`config.mk`:
```
export PLATFORM = sky130hd
export DESIGN_NAME = xmii_phy_port_flat
export DESIGN_NICKNAME = d
export VERILOG_FILES = /design/src/logic/xmii_pkg.sv /design/src/logic/xmii_if.sv /design/src/logic/xmii_phy_port.sv /design/src/flat_wrapper.sv
export SDC_FILE = /design/constraint.sdc
export NUM_CORES = 1
export LEC_CHECK = 0
export BUFFER_PORTS_ARGS = -buffer_cell sky130_fd_sc_hd__buf_2
export CORE_MARGIN = 5
export CORE_UTILIZATION = 35
export DETAILED_ROUTE_END_ITERATION = 6
export GPL_ROUTABILITY_DRIVEN = 0
export SETUP_SLACK_MARGIN = 0.2
export SLEW_MARGIN = 10
export SYNTH_ARGS = -nofsm -noshare
export SYNTH_HDL_FRONTEND = slang
export SYNTH_SLANG_ARGS = --single-unit
export TNS_END_PERCENT = 20
```
`constraint.sdc`:
```
create_clock -name ref_clk -period 2.87 [get_ports ref_clk]
set_clock_uncertainty 0.05 [all_clocks]
set_input_delay 0.861 -clock ref_clk [delete_from_list [all_inputs] [get_ports ref_clk]]
set_output_delay 0.861 -clock ref_clk [all_outputs]
set_load 0.03 [all_outputs]
```
`src/logic/xmii_pkg.sv`:
```
`default_nettype none

package xmii_pkg;

  // ---------------------------------------------------------------
  // Interface modes
  // ---------------------------------------------------------------
  typedef enum logic [1:0] {
    MODE_MII = 2'h0,
    MODE_RMII = 2'h1,
    MODE_RGMII = 2'h3
  } xmii_mode_e;

  // ---------------------------------------------------------------
  // Clock rates and divider counts
  // ---------------------------------------------------------------
  localparam int REF_CLK_MHZ = 100;
  localparam int MII_CLK_MHZ = 25;
  localparam int RMII_CLK_MHZ = 50;
  // Ref clock cycles per half period of each link clock
  localparam int MII_HALF_CYC = REF_CLK_MHZ / (2 * MII_CLK_MHZ);
  localparam int RMII_HALF_CYC = REF_CLK_MHZ / (2 * RMII_CLK_MHZ);
  localparam int DIV_W = 2;

  // ---------------------------------------------------------------
  // Data group layout
  // ---------------------------------------------------------------
  localparam int NIBBLE_W = 4;
  localparam int DIBIT_W = 2;
  localparam logic [1:0] UNUSED_BITS = 2'h0;

  // Terminal count of the divider for a mode
  function automatic logic [DIV_W-1:0] half_last(input xmii_mode_e mode);
    if (mode == MODE_RMII) begin
      return DIV_W'(RMII_HALF_CYC - 1);
    end
    return DIV_W'(MII_HALF_CYC - 1);
  endfunction

  // Keep the low di-bit only in RMII, the whole nibble otherwise
  function automatic logic [NIBBLE_W-1:0] lane_mask(input xmii_mode_e mode,
                                                    input logic [NIBBLE_W-1:0] d);
    if (mode == MODE_RMII) begin
      return {UNUSED_BITS, d[DIBIT_W-1:0]};
    end
    return d;
  endfunction

endpackage

`default_nettype wire

```
`src/logic/xmii_if.sv`:
```
`timescale 1ns/10ps
`default_nettype none

// ---------------------------------------------------------------
// MAC side data port pins
// ---------------------------------------------------------------
interface xmii_if;
  logic tx_clk;
  logic rx_clk;
  logic [3:0] tx_d;
  logic tx_en_ctl;
  logic [3:0] rx_d;
  logic rx_dv_ctl;
  logic crs_dv;
  logic rx_er;

  modport phy_end (
    output tx_clk,
    output rx_clk,
    input tx_d,
    input tx_en_ctl,
    output rx_d,
    output rx_dv_ctl,
    output crs_dv,
    output rx_er
  );

  modport mac_end (
    input tx_clk,
    input rx_clk,
    output tx_d,
    output tx_en_ctl,
    input rx_d,
    input rx_dv_ctl,
    input crs_dv,
    input rx_er
  );
endinterface

`default_nettype wire

```
`src/logic/xmii_phy_port.sv`:
```
`timescale 1ns/10ps
`default_nettype none

module xmii_phy_port (
  input wire logic ref_clk,
  input wire logic reset,
  input wire xmii_pkg::xmii_mode_e mode,
  xmii_if.phy_end port,
  output logic [3:0] tx_data,
  output logic tx_err,
  output logic tx_stb,
  output logic tx_frame_end,
  input wire logic [3:0] rx_data,
  input wire logic rx_valid,
  input wire logic rx_err,
  input wire logic medium_busy,
  output logic rx_take
);

  // ---------------------------------------------------------------
  // State
  // ---------------------------------------------------------------
  // Everything clears to zero in reset, so every pin idles low
  // and no strobe can leave before the first link period
  // Transmit pin samples from the MAC
  typedef struct packed {
    logic en_ctl;
    logic [3:0] d;
  } tx_pins_s;

  typedef struct packed {
    logic clk;
    logic [xmii_pkg::DIV_W-1:0] cnt;
    tx_pins_s s1;
    tx_pins_s s2;
    logic en_rise;
    logic en_prev;
    logic [3:0] hold_d;
    logic tx_clk_out;
    logic [3:0] rx_d;
    logic rx_dv;
    logic rx_er;
    logic rx_er_hold; // Error of the word on the pins
    logic rx_ctl;
    logic crs_dv;
    logic [3:0] up_d;
    logic up_er;
    logic up_stb;
    logic up_end;
  } phy_state_s;

  phy_state_s q;
  phy_state_s d;
  logic tick;
  logic rise;
  logic fall;
  logic tx_en_now;

  // ---------------------------------------------------------------
  // Elaboration checks
  // ---------------------------------------------------------------
  // The divider counter must hold the terminal count of both rates
  if (xmii_pkg::MII_HALF_CYC < 1 ||
      xmii_pkg::MII_HALF_CYC > (1 << xmii_pkg::DIV_W)) begin : g_mii_div_chk
    $error("divider too narrow for the slow link clock");
  end
  // A half period under one cycle cannot be made at all
  if (xmii_pkg::RMII_HALF_CYC < 1 ||
      xmii_pkg::RMII_HALF_CYC > (1 << xmii_pkg::DIV_W)) begin : g_rmii_div_chk
    $error("divider too narrow for the fast link clock");
  end
  // Pin lanes are a nibble and a di-bit wide
  if (xmii_pkg::NIBBLE_W != 4 || xmii_pkg::DIBIT_W != 2) begin : g_lane_chk
    $error("lane widths do not match the four pin data bus");
  end

  // ---------------------------------------------------------------
  // Link clock divider events
  // ---------------------------------------------------------------
  // Edge events of the clock this end makes, seen one cycle early
  always_comb begin
    tick = q.cnt == xmii_pkg::half_last(mode);
    rise = tick && !q.clk;
    fall = tick && q.clk;
    tx_en_now = q.s2.en_ctl;
  end

  // ---------------------------------------------------------------
  // Next state
  // ---------------------------------------------------------------
  always_comb begin
    d = q;
    d.up_stb = 1'b0;
    d.up_end = 1'b0;

    // Two stage synchroniser on the transmit pins
    // The MAC times its pins from a synchronised copy of our clock,
    // so they arrive late, before our next rising edge in MII and RGMII but only before the second one in RMII
    d.s1.en_ctl = port.tx_en_ctl;
    d.s1.d = port.tx_d;
    d.s2 = q.s1;

    // Divider: 25MHz in MII and RGMII, 50MHz in RMII
    if (tick) begin
      d.cnt = '0;
      d.clk = !q.clk;
    end else begin
      d.cnt = q.cnt + xmii_pkg::DIV_W'(1);
    end
    // Transmit clock held low in RMII
    d.tx_clk_out = (mode != xmii_pkg::MODE_RMII) && d.clk;

    // Transmit capture on the rising edge of the link clock
    if (rise) begin
      d.hold_d = xmii_pkg::lane_mask(mode, q.s2.d);
      d.en_prev = tx_en_now;
      if (q.en_prev && !tx_en_now) begin
        d.up_end = 1'b1;
      end
      if (mode == xmii_pkg::MODE_RGMII) begin
        // Enable half of the control line
        d.en_rise = tx_en_now;
      end else if (tx_en_now) begin
        // Nibble or di-bit only while enable is asserted
        d.up_d = xmii_pkg::lane_mask(mode, q.s2.d);
        d.up_er = 1'b0;
        d.up_stb = 1'b1;
      end
    end

    // Error half of the control line on the falling edge
    if (fall && mode == xmii_pkg::MODE_RGMII && q.en_rise) begin
      d.up_d = q.hold_d;
      d.up_er = q.en_rise ^ tx_en_now;
      d.up_stb = 1'b1;
    end

    // Receive outputs change on the falling edge, stable at the rise
    // The user may move its inputs right after the take, so the
    // error of the word is held here for the second control half
    if (fall) begin
      d.rx_er_hold = rx_err && rx_valid;
      d.rx_d = xmii_pkg::lane_mask(mode, rx_data);
      d.rx_dv = rx_valid && (mode != xmii_pkg::MODE_RMII);
      d.rx_er = rx_err && rx_valid && (mode != xmii_pkg::MODE_RGMII);
      d.crs_dv = medium_busy && (mode == xmii_pkg::MODE_RMII);
      d.rx_ctl = rx_valid && (mode != xmii_pkg::MODE_RMII);
    end

    // Second half of the receive control line in RGMII
    if (rise && mode == xmii_pkg::MODE_RGMII) begin
      d.rx_ctl = q.rx_dv ^ q.rx_er_hold;
    end
  end

  // ---------------------------------------------------------------
  // State register
  // ---------------------------------------------------------------
  always_ff @(posedge ref_clk) begin
    if (reset) begin
      q <= '0;
    end else begin
      q <= d;
    end
  end

  // ---------------------------------------------------------------
  // Outputs
  // ---------------------------------------------------------------
  // Pin drives, all from flip-flops
  // No pin of this port is low active
  assign port.tx_clk = q.tx_clk_out;
  assign port.rx_clk = q.clk;
  assign port.rx_d = q.rx_d;
  assign port.rx_dv_ctl = (mode == xmii_pkg::MODE_RGMII) ? q.rx_ctl : q.rx_dv;
  assign port.crs_dv = q.crs_dv;
  assign port.rx_er = q.rx_er;

  // User side
  assign tx_data = q.up_d;
  assign tx_err = q.up_er;
  assign tx_stb = q.up_stb;
  assign tx_frame_end = q.up_end;
  assign rx_take = fall; // Word taken at this edge

endmodule

`default_nettype wire

```
`src/flat_wrapper.sv`:
```
// flat-port wrapper written by rule: the top's interface ports become plain ports
module xmii_phy_port_flat 
  (ref_clk, reset, mode, tx_data, tx_err, tx_stb, tx_frame_end, rx_data, rx_valid, rx_err, medium_busy, rx_take, port_tx_clk, port_rx_clk, port_tx_d, port_tx_en_ctl, port_rx_d, port_rx_dv_ctl, port_crs_dv, port_rx_er);
  xmii_if port_i ();
  input wire logic ref_clk;
  input wire logic reset;
  input wire xmii_pkg::xmii_mode_e mode;
  output logic [3:0] tx_data;
  output logic tx_err;
  output logic tx_stb;
  output logic tx_frame_end;
  input wire logic [3:0] rx_data;
  input wire logic rx_valid;
  input wire logic rx_err;
  input wire logic medium_busy;
  output logic rx_take;
  output wire logic [$bits(port_i.tx_clk)-1:0] port_tx_clk;
  output wire logic [$bits(port_i.rx_clk)-1:0] port_rx_clk;
  input wire logic [$bits(port_i.tx_d)-1:0] port_tx_d;
  input wire logic [$bits(port_i.tx_en_ctl)-1:0] port_tx_en_ctl;
  output wire logic [$bits(port_i.rx_d)-1:0] port_rx_d;
  output wire logic [$bits(port_i.rx_dv_ctl)-1:0] port_rx_dv_ctl;
  output wire logic [$bits(port_i.crs_dv)-1:0] port_crs_dv;
  output wire logic [$bits(port_i.rx_er)-1:0] port_rx_er;
  assign port_tx_clk = port_i.tx_clk;
  assign port_rx_clk = port_i.rx_clk;
  assign port_i.tx_d = port_tx_d;
  assign port_i.tx_en_ctl = port_tx_en_ctl;
  assign port_rx_d = port_i.rx_d;
  assign port_rx_dv_ctl = port_i.rx_dv_ctl;
  assign port_crs_dv = port_i.crs_dv;
  assign port_rx_er = port_i.rx_er;
  xmii_phy_port u_core (.ref_clk(ref_clk), .reset(reset), .mode(mode), .port(port_i), .tx_data(tx_data), .tx_err(tx_err), .tx_stb(tx_stb), .tx_frame_end(tx_frame_end), .rx_data(rx_data), .rx_valid(rx_valid), .rx_err(rx_err), .medium_busy(medium_busy), .rx_take(rx_take));
endmodule
```
==> qor.txt <==
Antenna viol nets, final = 0
Final Hold Viols = 0
CP max FO = 2
Kind of critical path = input pin to primary output
Clock-pin slew on the worst setup and hold paths = 0.07 ns
Drt wl/cell = 12.75 um
Starting density of the core = 35.45%
Yosys cell types = 28
Power Density = 634.6 nW/um^2
Worst Hold Class = flop to flop
Fmax = 0.3707 GHz
Yosys warns = 0
First-pass GRT wire length = 4.602 mm
Share of layout cells above drive strength 1 = 33.52%
Leak pwr = 0.7576 nW
Synth top area cells = dfxtp_1, buf_4, nand2b_1
Root buf cell = clkbuf_8
Filler cells = 371
Vert. Die Dim = 73.19 um
Worst path required time = 1.96 ns
Routed vias = 1075
Leading area contributor after synthesis = dfxtp_1
Final setup vio count = 0
Gr usage total = 11.39%
Largest net degree at the start of global routing = 37
Asr flop ratio synth = 0%
H-tree depth = 2
DRT Pass-1 Iters = 3
WP data arrival = 1.79 ns
Crit share post-route = 93.98%
Final min period = 2.697 ns
Slew margin rel. = 57.75%
Antenna diodes = 0
Core area = 3943 sq um
Synthesized instance count = 143
Placed Cells incl. Taps = 216
Slowest CP cell = and2b_2
Crit path cell chain = buf_6 > and2b_2 > xnor2_2 > nor2_2 > ha_2 > buf_6
Number of global-route vias before repair = 1064
Width of the die = 73.19 um
Vias per cell = 4.634
Syn Area/Cell = 9.773 sq um
DRC = 0
CTS Buf Count = 5
Initial antenna violation count = 0
Commonest cells in the netlist = dfxtp_1, nor2_1, a21oi_1
Netlist Area Pre-Place = 1398 sq um
Fin nets = 199
Most frequent cell on the critical path = buf_6
Num rows = 23
Final Max Tran Viols = 0
IO Pins = 33
Crit start category = input pin
IO Port Bufs = 32
Synth top area share = 51.57%
Clk Latency, worst-skew pair = 0.29 ns
Buf/Inv on CP = 2
Clock Tree Buf Depth = 2
Mapped Nets = 161
Dpl hpwl = 2.032 mm
Status = finished, final reports clean
Setup_tns = 0 ns
RSZ-0062 raised after global routing = yes
P&R area growth vs syn = 26.50%
Final WL = 2.957 mm
FF+latch count, synth = 36
Count leader, synth = dfxtp_1
Remaining Overflow, GRT = 0
Post-synth EDFFs = 0
Detailed router's first-iteration violation count = 75
Critical path's largest stage delay = 0.21 ns
Main flop type after synthesis = dfxtp_1
Post-Layout Cell Count = 232
CTS tree = yes
Max VDD drop = 0.2527 mV
CTS sink cnt = 36
Crit. End Element = primary output
Seq/Total Area, Yosys = 51.57%
Die area = 5357 sq um
Worst-Margin Slew = 0.6337 ns
Max Cap Viol = 0
Cell family with most CP delay = simple AND/OR/NAND/NOR gates
final cells by class:
type	count	area, sq um	share of cell area [%]
Clock buffer	6	72.57	4.105
Timing Repair Buffer	47	291.5	16.49
Sequential cell	36	720.7	40.76
Multi-Input combinational cell	90	581.8	32.91
Clock inverter	2	35.03	1.982
Inverter	1	3.754	0.2123
Tap cell	50	62.56	3.539
repair_timing:
action,in CTS,in global routing
setup endpoints to repair,1,2
gates resized for setup,5,2
setup buffers,6,2
hold buffers,0,0
pin swaps,3,3
hold endpoints to repair,0,0
power breakdown:
part | internal [W] | leakage, nW | switching (W)
clock network | 0.000258 | 0.0552 | 0.000173
registers | 0.000521 | 0.294 | 0.0000124
logic | 0.0000749 | 0.409 | 0.0000833
total | 0.000854 | 0.758 | 0.000268
worst register-to-register path, delay by kind of cell (launching register included):
kind / cells / cell delay (ns)
buf+inv: 4 / 0.49
flops: 1 / 0.41
compound gates: 2 / 0.37
simple gates: 2 / 0.26
fa+ha+maj: 1 / 0.24
xor+xnor: 1 / 0.15
layer usage:
layer  up-vias  part of all wire [%]  global-route usage (%)
li1        558                     -                       -
met1       493                    42                   11.51
met2        18                    52                   19.86
met3         6                   4.5                   4.959
met4         0                   1.7                   5.533
met5         -                     0                       0
flip-flops by register name, summed over array words and instances, names as in the netlist, 4 cells and up:
| signal | cells |
|---|---|
| u_core.d | 5 |
| u_core.port.rx_d | 4 |
| u_core.tx_data | 4 |
| u_core.q | 15 |
cell usage in the layout, fill, tap and decap left out, drive strengths merged:
cell    synthesis  routed
nor4bb          1       1
mux2i           6       6
nand2b         10      10
nor3            2       2
and2b           1       1
xnor2           1       1
nand3           9       9
bufinv          0       1
nand2           2       2
a311oi          5       5
clkinv          0       1
dfxtp          36      36
ha              2       2
clkbuf          1       6
xor2            1       1
mux2            1       1
nand4           4       4
nor3b           1       1
nor2b          10      10
o21ai           4       4
nor2           13      13
inv             1       1
or2b            1       1
nand4b          2       2
a21oi          11      11
buf            15      47
or2             1       1
and2            1       1
o211ai          1       1
per-stage QoR:
stage          power [W]  cell area [sq um]  setup WS [ns]  hold WS [ns]  utilization (%)
3_5_place_dp   0.0006774               1569        0.08501        0.3747            39.80
6_report        0.001122               1768         0.1727        0.3788            44.84
5_1_grt         0.001165               1768         0.1422        0.4073            44.84
2_1_floorplan  0.0006373               1398         0.2316        0.3638                -
4_1_cts         0.001124               1743         0.1610        0.3865            44.21
3_3_place_gp   0.0006725               1569         0.1530        0.3728            39.80
path summary, 6_finish.rpt:
| check | startpoint | end | slack, ns | depth (start not counted) |
|---|---|---|---|---|
| setup / recovery | mode[0] | rx_take | 0.17 | 6 |
| hold / removal | u_core.d[24]$_SDFF_PP0_ | u_core.q[24]$_SDFF_PP0_ | 0.38 | 1 |
| setup reg to reg | u_core.q[33]$_SDFF_PP0_ | u_core.tx_data[1]$_SDFFE_PP0P_ | 0.81 | 10 |
| hold reg to reg | u_core.d[24]$_SDFF_PP0_ | u_core.q[24]$_SDFF_PP0_ | 0.38 | 1 |
kinds of logic after synthesis:
group / count (synthesis) / synth area share (%)
muxes: 7 / 5.103
DFF: 36 / 51.57
adders and majority gates: 2 / 1.790
buffers and inverters: 17 / 7.698
AOI/OAI and AO/OA: 21 / 9.042
xor gates and xnor gates: 2 / 1.254
and+or+nand+nor: 58 / 23.55
No activity file was read; power rests on OpenSTA's default activity.
